`config.mk`:
```
export PLATFORM = sky130hd
export DESIGN_NAME = pewp_host
export DESIGN_NICKNAME = d
export VERILOG_FILES = /design/src/hdl/pewp_pkg.sv /design/src/hdl/pewp_host.sv
export SDC_FILE = /design/constraint.sdc
export NUM_CORES = 1
export LEC_CHECK = 0
export BUFFER_PORTS_ARGS = -buffer_cell sky130_fd_sc_hd__buf_2
export CAP_MARGIN = 25
export CORE_AREA = 2 2 97 99
export CTS_CLUSTER_DIAMETER = 150
export DETAILED_ROUTE_END_ITERATION = 16
export DIE_AREA = 0 0 99 101
export PLACE_DENSITY = 0.81
export SLEW_MARGIN = 10
export SYNTH_ARGS = -nofsm -noshare
export SYNTH_HDL_FRONTEND = slang
export SYNTH_SLANG_ARGS = --single-unit
```
`constraint.sdc`:
```
create_clock -name clk -period 4.8 [get_ports clk]
set_clock_uncertainty 0.15 [all_clocks]
set_input_delay 0.96 -clock clk [delete_from_list [all_inputs] [get_ports clk]]
set_output_delay 0.96 -clock clk [all_outputs]
set_load 0.01 [all_outputs]
```
`src/hdl/pewp_pkg.sv`:
```
/*
 * Constants, states and carriers for the parallel byte-wide EEPROM host.
 * Assumes a 100 MHz clock; every pin count below is derived from that rate.
 */
`default_nettype none

package pewp_pkg;

    // Array geometry
    localparam int unsigned ADDR_W = 12;
    localparam int unsigned DATA_W = 8;
    localparam int unsigned POLL_BIT = 7;

    // Clock and pin timing, in their own units
    localparam int unsigned CLK_PERIOD_NS = 10;
    localparam int unsigned READ_ACCESS_NS = 55;
    localparam int unsigned STORE_PULSE_MIN_NS = 30;
    localparam int unsigned NOISE_PULSE_NS = 20;
    localparam int unsigned FLOAT_NS = 30;
    localparam int unsigned INTERNAL_PROGRAM_TIME_MS = 5;
    localparam int unsigned CHIP_ERASE_TIME_MS = 50;
    localparam int unsigned SYNC_STAGES = 2;

    // Least times round up to whole cycles
    localparam int unsigned READ_ACCESS_CYC = (READ_ACCESS_NS + CLK_PERIOD_NS - 1) / CLK_PERIOD_NS;
    localparam int unsigned STORE_PULSE_CYC =
        (STORE_PULSE_MIN_NS + CLK_PERIOD_NS - 1) / CLK_PERIOD_NS;
    localparam int unsigned NOISE_PULSE_CYC = (NOISE_PULSE_NS + CLK_PERIOD_NS - 1) / CLK_PERIOD_NS;
    localparam int unsigned FLOAT_CYC = (FLOAT_NS + CLK_PERIOD_NS - 1) / CLK_PERIOD_NS;
    // Sample the bus only after access time plus the synchroniser delay
    localparam int unsigned READ_WAIT_CYC = READ_ACCESS_CYC + SYNC_STAGES;
    // Longest times round down
    localparam int unsigned PROGRAM_CYC = (INTERNAL_PROGRAM_TIME_MS * 1000000) / CLK_PERIOD_NS;
    localparam int unsigned ERASE_CYC = (CHIP_ERASE_TIME_MS * 1000000) / CLK_PERIOD_NS;

    // Idle levels of the pins
    localparam logic PIN_HIGH = 1'h1;
    localparam logic PIN_LOW = 1'h0;
    localparam logic [DATA_W-1:0] DATA_RESET = 8'h00;
    localparam logic [ADDR_W-1:0] ADDR_RESET = 12'h000;

    // Commands from the user side
    typedef enum logic [1:0]
    {
        PEWP_OP_READ = 2'h0,
        PEWP_OP_WRITE = 2'h1,
        PEWP_OP_ERASE = 2'h2
    } pewp_op_t;

    // Sequencer states, Gray along read and write paths up to PEWP_RD_GAP
    typedef enum logic [3:0]
    {
        PEWP_IDLE = 4'h0,
        PEWP_RD_ADDR = 4'h1,
        PEWP_RD_OE = 4'h3,
        PEWP_RD_CAP = 4'h2,
        PEWP_RD_GAP = 4'h6,
        PEWP_WR_SETUP = 4'h4,
        PEWP_WR_PULSE = 4'h5,
        PEWP_WR_HOLD = 4'h7,
        PEWP_ERASE = 4'hc
    } pewp_state_t;

    // User request
    typedef struct packed
    {
        pewp_op_t op;
        logic [ADDR_W-1:0] addr;
        logic [DATA_W-1:0] data;
    } pewp_cmd_t;

    // Pins driven toward the memory
    typedef struct packed
    {
        logic [ADDR_W-1:0] addr;
        logic chip_en_n;
        logic out_en_n;
        logic write_en_n;
        logic out_en_elevated;
        logic [DATA_W-1:0] byte_lines_o;
        logic byte_lines_oe;
    } pewp_pins_t;

endpackage : pewp_pkg

`default_nettype wire

```
`src/hdl/pewp_host.sv`:
```
/*
 * Host sequencer for a byte-wide EEPROM: reads, latched byte writes with
 * completion polling on bit 7, and the optional chip erase.
 * Assumes the memory's pins are joined to pins_o and byte_lines_i by the
 * surrounding board or testbench, which resolves the shared byte lines.
 */
`timescale 1ns/1ps
`default_nettype none

// Function
// Array is 2K or 4K bytes, eight lines
// Address stable first, then chip enable low
// Write enable held high throughout reads
// Memory drives lines only during valid read
// Read latches transparent, outputs follow inputs
// Write starts: WE low, CE low, OE high
// Address captured on later falling strobe
// Data captured on earlier rising strobe
// WE low only minimum pulse; device finishes
// Memory erases byte itself before programming
// Internal write finishes within 5 ms
// Busy reads show inverted bit 7
// Finished reads show true stored byte
// Poll bit 7 with ordinary reads, any address
// No write before valid WE falling transition
// Other control combinations inhibit writing
// Optional chip erase with elevated OE
// Strobe shorter than 20 ns is ignored
// Busy memory ignores strobes, only polling
module pewp_host
#(
    parameter int unsigned PROGRAM_CYCLES = pewp_pkg::PROGRAM_CYC,
    parameter int unsigned ERASE_CYCLES = pewp_pkg::ERASE_CYC
)
(
    input wire logic clk,
    input wire logic reset,
    input wire logic cmd_valid,
    input wire pewp_pkg::pewp_cmd_t cmd,
    output logic cmd_ready,
    output logic rsp_valid,
    output logic [pewp_pkg::DATA_W-1:0] rsp_data,
    output logic rsp_timeout,
    input wire logic [pewp_pkg::DATA_W-1:0] byte_lines_i,
    output pewp_pkg::pewp_pins_t pins_o
);

    // Wide enough for the longest wait at its default
    localparam int unsigned CNT_W = 24;

    pewp_pkg::pewp_state_t state_r; // Sequencer state
    logic [CNT_W-1:0] cnt_r; // Phase timer within a state
    logic [CNT_W-1:0] busy_r; // Elapsed time since the write strobe ended
    logic polling_r; // Current read is a completion poll
    logic [pewp_pkg::DATA_W-1:0] wdata_r; // Byte being written, kept for polling
    logic [pewp_pkg::DATA_W-1:0] sync1_r; // First synchroniser stage
    logic [pewp_pkg::DATA_W-1:0] sync2_r; // Second stage, the only one logic reads
    logic poll_match; // Bit 7 came back true
    logic poll_expired; // Internal write overran its longest time

    // Counter limit compare, cast to the counter width
    function automatic logic reached(input logic [CNT_W-1:0] c, input int unsigned lim);
        reached = (c >= CNT_W'(lim - 1));
    endfunction : reached

    // The byte lines arrive asynchronously; two flops before any use
    always_ff @(posedge clk or posedge reset)
    begin
        if (reset)
        begin
            sync1_r <= pewp_pkg::DATA_RESET;
            sync2_r <= pewp_pkg::DATA_RESET;
        end
        else
        begin
            sync1_r <= byte_lines_i;
            sync2_r <= sync1_r;
        end
    end

    // Completion: true bit 7 means the internal cycle ended
    assign poll_match = (sync2_r[pewp_pkg::POLL_BIT] == wdata_r[pewp_pkg::POLL_BIT]);
    assign poll_expired = reached(busy_r, PROGRAM_CYCLES);

    // Main sequencer and pin drive; all pins are flops
    always_ff @(posedge clk or posedge reset)
    begin
        if (reset)
        begin
            state_r <= pewp_pkg::PEWP_IDLE;
            cnt_r <= '0;
            polling_r <= 1'h0;
            wdata_r <= pewp_pkg::DATA_RESET;
            cmd_ready <= 1'h0;
            rsp_valid <= 1'h0;
            rsp_data <= pewp_pkg::DATA_RESET;
            rsp_timeout <= 1'h0;
            // Strobes idle high from reset so no false write edge appears
            pins_o.addr <= pewp_pkg::ADDR_RESET;
            pins_o.chip_en_n <= pewp_pkg::PIN_HIGH;
            pins_o.out_en_n <= pewp_pkg::PIN_HIGH;
            pins_o.write_en_n <= pewp_pkg::PIN_HIGH;
            pins_o.out_en_elevated <= pewp_pkg::PIN_LOW;
            pins_o.byte_lines_o <= pewp_pkg::DATA_RESET;
            pins_o.byte_lines_oe <= 1'h0;
        end
        else
        begin
            rsp_valid <= 1'h0;
            cnt_r <= cnt_r + CNT_W'(1);
            case (state_r)
                pewp_pkg::PEWP_IDLE:
                begin
                    cnt_r <= '0;
                    cmd_ready <= 1'h1;
                    if (cmd_valid && cmd_ready)
                    begin
                        cmd_ready <= 1'h0;
                        rsp_timeout <= 1'h0;
                        polling_r <= 1'h0;
                        // Address goes out one cycle before chip enable
                        pins_o.addr <= cmd.addr[pewp_pkg::ADDR_W-1:0];
                        wdata_r <= cmd.data;
                        if (cmd.op == pewp_pkg::PEWP_OP_WRITE)
                        begin
                            // Drive data while OE still high: bus turned round
                            pins_o.byte_lines_o <= cmd.data;
                            pins_o.byte_lines_oe <= 1'h1;
                            state_r <= pewp_pkg::PEWP_WR_SETUP;
                        end
                        else if (cmd.op == pewp_pkg::PEWP_OP_ERASE)
                        begin
                            // CE and WE stay high, only OE is raised
                            pins_o.out_en_elevated <= 1'h1;
                            state_r <= pewp_pkg::PEWP_ERASE;
                        end
                        else
                        begin
                            state_r <= pewp_pkg::PEWP_RD_ADDR;
                        end
                    end
                end
                pewp_pkg::PEWP_RD_ADDR:
                begin
                    // Select after the address has settled; WE untouched
                    pins_o.chip_en_n <= pewp_pkg::PIN_LOW;
                    pins_o.out_en_n <= pewp_pkg::PIN_LOW;
                    cnt_r <= '0;
                    state_r <= pewp_pkg::PEWP_RD_OE;
                end
                pewp_pkg::PEWP_RD_OE:
                begin
                    // Transparent read: wait access plus synchroniser delay
                    if (reached(cnt_r, pewp_pkg::READ_WAIT_CYC))
                    begin
                        state_r <= pewp_pkg::PEWP_RD_CAP;
                    end
                end
                pewp_pkg::PEWP_RD_CAP:
                begin
                    pins_o.chip_en_n <= pewp_pkg::PIN_HIGH;
                    pins_o.out_en_n <= pewp_pkg::PIN_HIGH;
                    cnt_r <= '0;
                    state_r <= pewp_pkg::PEWP_RD_GAP;
                    if (!polling_r)
                    begin
                        rsp_valid <= 1'h1;
                        rsp_data <= sync2_r;
                    end
                    else if (poll_match || poll_expired)
                    begin
                        // A true bit 7 ends the poll; overrun reports timeout
                        polling_r <= 1'h0;
                        rsp_valid <= 1'h1;
                        rsp_data <= sync2_r;
                        rsp_timeout <= !poll_match;
                    end
                end
                pewp_pkg::PEWP_RD_GAP:
                begin
                    // Let the memory float the lines before anything else drives
                    if (reached(cnt_r, pewp_pkg::FLOAT_CYC))
                    begin
                        state_r <= polling_r ? pewp_pkg::PEWP_RD_ADDR : pewp_pkg::PEWP_IDLE;
                    end
                end
                pewp_pkg::PEWP_WR_SETUP:
                begin
                    // CE and WE fall in the same cycle with OE high; the address latches once both are low
                    pins_o.chip_en_n <= pewp_pkg::PIN_LOW;
                    pins_o.write_en_n <= pewp_pkg::PIN_LOW;
                    cnt_r <= '0;
                    state_r <= pewp_pkg::PEWP_WR_PULSE;
                end
                pewp_pkg::PEWP_WR_PULSE:
                begin
                    // Pulse kept above the noise filter and the minimum width
                    if (reached(cnt_r, pewp_pkg::STORE_PULSE_CYC) &&
                        reached(cnt_r, pewp_pkg::NOISE_PULSE_CYC + 1))
                    begin
                        // WE rises first, so it is the edge that latches data
                        pins_o.write_en_n <= pewp_pkg::PIN_HIGH;
                        state_r <= pewp_pkg::PEWP_WR_HOLD;
                    end
                end
                pewp_pkg::PEWP_WR_HOLD:
                begin
                    // Data and CE held one more cycle past the rising WE
                    pins_o.chip_en_n <= pewp_pkg::PIN_HIGH;
                    pins_o.byte_lines_oe <= 1'h0;
                    cnt_r <= '0;
                    // No new strobe until polling sees completion or the poll budget runs out
                    polling_r <= 1'h1;
                    state_r <= pewp_pkg::PEWP_RD_GAP;
                end
                pewp_pkg::PEWP_ERASE:
                begin
                    if (reached(cnt_r, ERASE_CYCLES))
                    begin
                        pins_o.out_en_elevated <= 1'h0;
                        rsp_valid <= 1'h1;
                        rsp_data <= pewp_pkg::DATA_RESET;
                        state_r <= pewp_pkg::PEWP_RD_GAP;
                    end
                end
                default:
                begin
                    state_r <= pewp_pkg::PEWP_IDLE;
                end
            endcase
        end
    end

    // Time since the strobe ended, bounding the poll; saturates to avoid wrap
    always_ff @(posedge clk or posedge reset)
    begin
        if (reset)
        begin
            busy_r <= '0;
        end
        else if (state_r == pewp_pkg::PEWP_WR_HOLD)
        begin
            busy_r <= '0;
        end
        else if (polling_r && !poll_expired)
        begin
            busy_r <= busy_r + CNT_W'(1);
        end
    end

endmodule : pewp_host

`default_nettype wire

```
==> results of run 1 <==
-- kinds of logic (layout without fill, tap and decap cells) --
group / after synthesis / count (layout) / synth area share, %
multiplexers: 15 / 15 / 3.31
AND/OR/NAND/NOR: 213 / 213 / 21.3
buffers and inverters: 48 / 109 / 3.82
AO/OA/AOI/OAI: 88 / 88 / 12.3
adder cells (fa/ha/maj): 6 / 6 / 1.52
XOR/XNOR: 23 / 23 / 4.07
flip-flops: 106 / 106 / 53.7
-- sequential cells by signal (all words and copies together), names as in the netlist --
name and cells:
busy_r 24, cmd_ready 1, cnt_r 24, pins_o 25, polling_r 1, rsp_data 8
rsp_timeout 1, rsp_valid 1, state_r 4, sync1_r 8, sync2_r 8, wdata_r 1
-- cell usage in the layout, fill, tap and decap left out, drive strengths merged, types with 5 or more instances in the layout --
| cell type | count |
|---|---|
| or4 | 12 |
| nand4 | 9 |
| nor4 | 7 |
| xnor2 | 9 |
| nor2 | 46 |
| o221ai | 8 |
| mux2 | 11 |
| clkbuf | 9 |
| or3 | 5 |
| nand3 | 25 |
| o211ai | 9 |
| a21oi | 24 |
| o31ai | 11 |
| nand2 | 70 |
| nor3 | 8 |
| and2 | 6 |
| dfrtp | 103 |
| buf | 70 |
| and4 | 5 |
| ha | 6 |
| xor2 | 14 |
| inv | 26 |
| and3 | 7 |
| o21ai | 15 |
-- through the flow --
stage                     setup slack [ns]  hold WS (ns)  total power, W  area (um^2)  util, %
after floorplan                      0.906         0.181        0.000936         4940        -
after global placement                1.81         0.181        0.000956         5340     59.5
after detailed placement              1.70         0.186        0.000957         5340     59.5
after CTS                             1.85         0.213         0.00151         5560     61.9
after global routing                  1.56         0.223         0.00156         5560     61.9
final                                 1.85         0.212         0.00150         5560     61.9
-- layout make-up --
type | instances | area [um^2] | share of cell area [%]
Clock buffer | 9 | 124 | 2.23
Clock inverter | 7 | 91.3 | 1.64
Sequential cell | 106 | 2660 | 47.8
Tap cell | 111 | 139 | 2.50
Multi-Input combinational cell | 345 | 2100 | 37.9
Timing Repair Buffer | 70 | 355 | 6.39
Inverter | 23 | 88.8 | 1.60
-- power by group through the flow --
stage           logic, W  clock network (W)  registers, W
4_1_cts        0.0000385           0.000571      0.000901
6_report       0.0000369           0.000560      0.000901
5_1_grt        0.0000439           0.000609      0.000902
2_1_floorplan  0.0000179                  0      0.000918
3_5_place_dp   0.0000383                  0      0.000919
3_3_place_gp   0.0000374                  0      0.000918
-- synth_stat cells, types with 2 or more instances --
cell type    n
inv_1       23
o211ai_1     9
clkbuf_1    21
xor2_1      14
or4_1       12
nor3_1       8
a211oi_1     4
mux2_2      11
a22o_1       2
and4_1       5
dfstp_2      3
nand4_1      8
nor2_1      46
nand3_1     25
nor4_1       7
nor2b_1      2
buf_1        2
a21oi_1     24
and3_1       7
and2_1       6
mux2i_1      4
o21a_1       2
nand4b_1     2
nand2b_1     4
ha_1         6
or4b_1       2
a31oi_1      2
dfrtp_1    103
xnor2_1      9
o21ai_0     15
o31ai_1     11
nand2_1     70
or3_1        5
o221ai_1     8
-- critical path, stage by stage, from the launching register on --
cell	delay [ns]
dfrtp_1	0.58
nor2_1	0.33
nand4_1	0.54
inv_1	0.55
nand2_1	0.33
mux2_2	0.36
-- routing by layer --
metal | vias up | wire length [um] | track usage [%]
met1 | 1881 | 4770 | 31.3
met5 | - | 0 | 0
met2 | 113 | 4620 | 32.4
met4 | 0 | 95 | 6.32
li1 | 1883 | - | -
met3 | 8 | 528 | 4.23
-- how the worst max path moves through the flow --
stage | from | to | slack [ns] | cells past startpoint
floorplan | reset | busy_r[0]$_DFFE_PP0P_ | 0.91 | 1
global route | state_r[2]$_DFFE_PP0P_ | pins_o[8]$_DFFE_PP0P_ | 1.56 | 5
CTS | state_r[2]$_DFFE_PP0P_ | pins_o[8]$_DFFE_PP0P_ | 1.85 | 5
detailed placement | cmd_valid | pins_o[2]$_DFFE_PP0P_ | 1.70 | 5
global placement | cmd_valid | pins_o[1]$_DFFE_PP0P_ | 1.81 | 5
finish | state_r[2]$_DFFE_PP0P_ | pins_o[8]$_DFFE_PP0P_ | 1.85 | 5
==> flow_summary.json, run 1 <==
{
  "status": "complete, no violations",
  "ys_ff_latch": 106,
  "hold_violations": 0,
  "dr.pass1.iters": 4,
  "min_from": "sync1_r[7]$_DFF_PP0_",
  "grt_pass1_wl_um": 17400,
  "fp.dieW_um": 99,
  "ctsHoldBuffers": 0,
  "yosysTopAreaCell": "dfrtp_1",
  "syn_inst": 499,
  "clk_pin_slew_worst_paths_ns": 0.11,
  "worst-path-max-fanout": 18,
  "dpl.cell_count": 655,
  "synthToLayoutAreaGrowth_pct": 12.4,
  "rows": 35,
  "cts_tree": "done",
  "worstSetupPathType": "reg -> reg",
  "rsz0062_at_grt": "false",
  "yosys_most_used_dff": "dfrtp_1",
  "ir_drop_uv": 218,
  "drtAntennaViolNets": 0,
  "critPathArrivalTime_ns": 3.06,
  "clockBufferDepth": 2,
  "final-setup-viol-count": 0,
  "grt_pass1_vias": 3661,
  "syn-cell-area_mm2": 0.00494,
  "hold_end": "sync2_r[7]$_DFF_PP0_",
  "worstMarginPinSlew_ns": 0.889,
  "seq_area_frac_synth_pct": 53.7,
  "worst_setup_path_start_kind": "flip-flop",
  "final_cells": 671,
  "io_buffer_count": 68,
  "gr-usage-all-layers_pct": 21.3,
  "clk_latency_ns": 0.37,
  "hp-class": "reg -> reg",
  "slew_viol_final": 0,
  "seqPwrFrac_pct": 60.1,
  "cap_viol_max_count": 0,
  "nets": 594,
  "avgSynthCellArea_um2": 9.91,
  "overflow": 0,
  "powerDensity_mw_per_mm2": 270,
  "p_sw_w": 0.000373,
  "p_comb_share_pct": 2.5,
  "postSynthNetCount": 538,
  "synth_warnings": 0,
  "dieHeight_um": 101,
  "htree_levels": 3,
  "cts_resized": 0,
  "p_int_w": 0.00112,
  "fin_crit_ns": 2.95,
  "num-fill-cells": 722,
  "async_flop_share_pct": 100,
  "leakage_nw": 2.69,
  "route.detailed.drc": 0,
  "cts_setup_buffers": 0,
  "clkPwrFrac_pct": 37.4,
  "num_vias": 3885,
  "dp_hpwl_um": 6970,
  "initial_utilization_pct": 55.1,
  "r2r_start": "state_r[2]$_DFFE_PP0P_",
  "vias_per_cell": 5.79,
  "fin_crit_sh_pct": 61.4,
  "drive_gt1_share_pct": 19.3,
  "max_clock_freq_ghz": 0.339,
  "synth-edff-count": 0,
  "root_buffer": "clkbuf_8",
  "swShare_pct": 24.9,
  "grt_start_max_net_pins": 73,
  "synth_area_leaders": "dfrtp_1, nand2_1, nor2_1",
  "synth_top_area_share_pct": 52.1,
  "fp.dieArea_mm2": 0.0100,
  "max_slew_margin_pct": 40.7,
  "timing.rr.end": "pins_o[8]$_DFFE_PP0P_",
  "tns_ns": 0,
  "end_kind": "flip-flop",
  "rrSetupSlack_ns": 1.85,
  "finalWirelength_um": 10000,
  "drt-initial-drc-count": 304,
  "rr_worst_depth": 5,
  "critPathRequiredTime_ns": 4.91,
  "core_area_mm2": 0.00898,
  "cts_sinks": 106,
  "synth_cell_type_count": 51,
  "antenna_cells": 0,
  "antenna_found_initial": 0,
  "hold_depth": 0,
  "cts_buffers": 9,
  "detail_route.wl_per_cell_um": 14.9,
  "place_congestion": 0.920,
  "io-pin-count": 69
}
(Power assumes the default switching activity.)
==> run 2: changes to the inputs <==
Settings changed: ABC_AREA set to 1, CORE_AREA 2 2 97 99 to 2 2 105 107, DIE_AREA 0 0 99 101 to 0 0 107 109, PLACE_DENSITY 0.81 to 0.78.
Clock period 4.8 ns to 2.45 ns, I/O delays scaled along.
==> run 2 against run 1 <==
First-iteration DRC count down 33%. Worst setup slack worse by 1.6 ns. Critical path type unchanged. Clock power up 96%. Cell count up 28%. Global-route usage down 1.1 points.
==> flow_summary.json, run 2 <==
{
  "status": "complete, no violations",
  "cts_buffers": 9,
  "synth.most_common_cell": "nand2_1",
  "antenna_found_initial": 0,
  "clk_latency_ns": 0.39,
  "place_congestion": 0.906,
  "rows": 38,
  "cts_resized": 0,
  "avgSynthCellArea_um2": 8.34,
  "worstSetupPathType": "reg -> reg",
  "fin_crit_ns": 2.15,
  "antenna_cells": 0,
  "seqCellArea_mm2": 0.00266,
  "largest_reg_flops": 25,
  "drive_gt1_share_pct": 20.3,
  "final_common_cell": "nand2_1",
  "final_cell_mix": "nand2_1, dfrtp_1, nor2_1, buf_2, inv_1",
  "worst_setup_path_start_kind": "flip-flop",
  "clk_pin_slew_worst_paths_ns": 0.11,
  "route.detailed.drc": 0,
  "dieHeight_um": 109,
  "detail_route.wl_per_cell_um": 12.9,
  "max_clock_freq_ghz": 0.465,
  "postSynthNetCount": 681,
  "ys_ff_latch": 106,
  "powerDensity_mw_per_mm2": 908,
  "num-fill-cells": 922,
  "final-setup-viol-count": 0,
  "yosysTopAreaCell": "dfrtp_1",
  "core_area_mm2": 0.0106,
  "finalPower_w": 0.00549,
  "io-pin-count": 69,
  "critPathRequiredTime_ns": 2.59,
  "htree_levels": 3,
  "synth_top_area_share_pct": 48.1,
  "hp-class": "in -> reg",
  "synth_warnings": 0,
  "grt_pass1_vias": 4277,
  "cts_tree": "done",
  "multi_input_comb_area_mm2": 0.00236,
  "synth-edff-count": 0,
  "nets": 753,
  "hold_violations": 0,
  "yosys_most_used_dff": "dfrtp_1",
  "vias_per_cell": 5.21,
  "io_buffer_count": 68,
  "initial_utilization_pct": 50.5,
  "synth_common_cells": "nand2_1, dfrtp_1, nor2_1, inv_1, nand3_1",
  "worst-path-max-fanout": 16,
  "leakage_nw": 2.98,
  "synthToLayoutAreaGrowth_pct": 13.0,
  "reg_top3": "pins_o (25), busy_r (24), cnt_r (24)",
  "worstMarginPinSlew_ns": 0.524,
  "dp_hpwl_um": 8110,
  "dr.pass1.iters": 6,
  "drt-initial-drc-count": 205,
  "synth_cell_type_count": 44,
  "ir_drop_uv": 541,
  "syn-cell-area_mm2": 0.00536,
  "synth_area_leaders": "dfrtp_1, nand2_1, nor2_1",
  "cts_sinks": 106,
  "critPathArrivalTime_ns": 2.29,
  "grt_pass1_wl_um": 18900,
  "seq_area_frac_synth_pct": 49.6,
  "fp.dieW_um": 107,
  "grt_start_max_net_pins": 91,
  "tns_ns": 0,
  "root_buffer": "clkbuf_8",
  "slew_viol_final": 0,
  "finalWirelength_um": 11100,
  "num_vias": 4477,
  "syn_inst": 642,
  "drtAntennaViolNets": 0,
  "clockBufferDepth": 2,
  "overflow": 0,
  "final_util_pct": 57.1,
  "largest-register": "pins_o",
  "max_slew_margin_pct": 64.8,
  "end_kind": "flip-flop",
  "fin_crit_sh_pct": 87.8,
  "gr-usage-all-layers_pct": 20.2,
  "ctsHoldBuffers": 1,
  "cap_viol_max_count": 0,
  "async_flop_share_pct": 100,
  "fp.dieArea_mm2": 0.0117,
  "cts_setup_buffers": 0,
  "rsz0062_at_grt": "false",
  "holdWs_ns": 0.0553
}
## run 2: cell types whose count changed after synthesis, moves of 15 or more
cell	delta
inv_1	+23
nand3_1	+15
inv_2	+16
nand2_1	+130
clkbuf_1	-18
nor2_1	+28
## run 2: path summary, 6_finish.rpt
| kind | start | to | slack (ns) | cells past startpoint |
|---|---|---|---|---|
| max | busy_r[1]$_DFFE_PP0P_ | busy_r[3]$_DFFE_PP0P_ | 0.30 | 11 |
| min | byte_lines_i[5] | sync1_r[5]$_DFF_PP0_ | 0.06 | 1 |
| max reg2reg | busy_r[1]$_DFFE_PP0P_ | busy_r[3]$_DFFE_PP0P_ | 0.30 | 11 |
| min reg2reg | sync1_r[2]$_DFF_PP0_ | sync2_r[2]$_DFF_PP0_ | 0.21 | 0 |
| max in group asynchronous | reset | pins_o[12]$_DFFE_PP1P_ | 0.89 | 4 |
| min in group asynchronous | reset | busy_r[20]$_DFFE_PP0P_ | 0.47 | 3 |
## run 2: kinds of logic after synthesis
logic type	Yosys count	share of synthesized area [%]
adders and majority gates	6	1.40
xor gates and xnor gates	20	3.27
DFF	106	49.6
and+or+nand+nor	380	32.9
buffers and inverters	77	6.28
AOI/OAI and AO/OA	53	6.54
## run 2: final cells by class
cell class,count,share of cell area [%]
Multi-Input combinational cell,459,39.0
Clock inverter,7,1.43
Timing Repair Buffer,73,6.49
Tap cell,140,2.89
Sequential cell,106,43.9
Clock buffer,9,2.05
Inverter,65,4.22
## run 2: metal layers
metal / global-route usage [%] / routed length, um
met3: 3.17 / 597
met5: 0 / 0
met4: 8.26 / 256
met1: 26.1 / 5040
met2: 34.3 / 5160
## run 2: critical path, cell delays in order (launching register included)
cell and delay (ns):
dfrtp_1 0.40, ha_1 0.28, nand3_1 0.14, inv_2 0.09
nand2_1 0.07, nand2_1 0.08, nand3_2 0.14, nand3_4 0.26
nand2_4 0.14, inv_4 0.17, nand2_1 0.08, o31ai_1 0.06
## run 2: metrics by stage
step,cell area (um^2),cells,setup WS (ns)
6_report,6050,859,0.300
5_1_grt,6050,859,0.0870
4_1_cts,6050,859,0.300
3_5_place_dp,5830,842,0.307
3_3_place_gp,5830,842,0.408
2_1_floorplan,5360,642,0.539
## run 2: report_power, final
group | leakage, nW | internal [W] | switching [W] | total (W)
Combinational | 1.50 | 0.000697 | 0.00131 | 0.00201
Clock | 0.104 | 0.000410 | 0.000687 | 0.00110
Sequential | 1.38 | 0.00213 | 0.000258 | 0.00239
Total | 2.98 | 0.00324 | 0.00226 | 0.00549
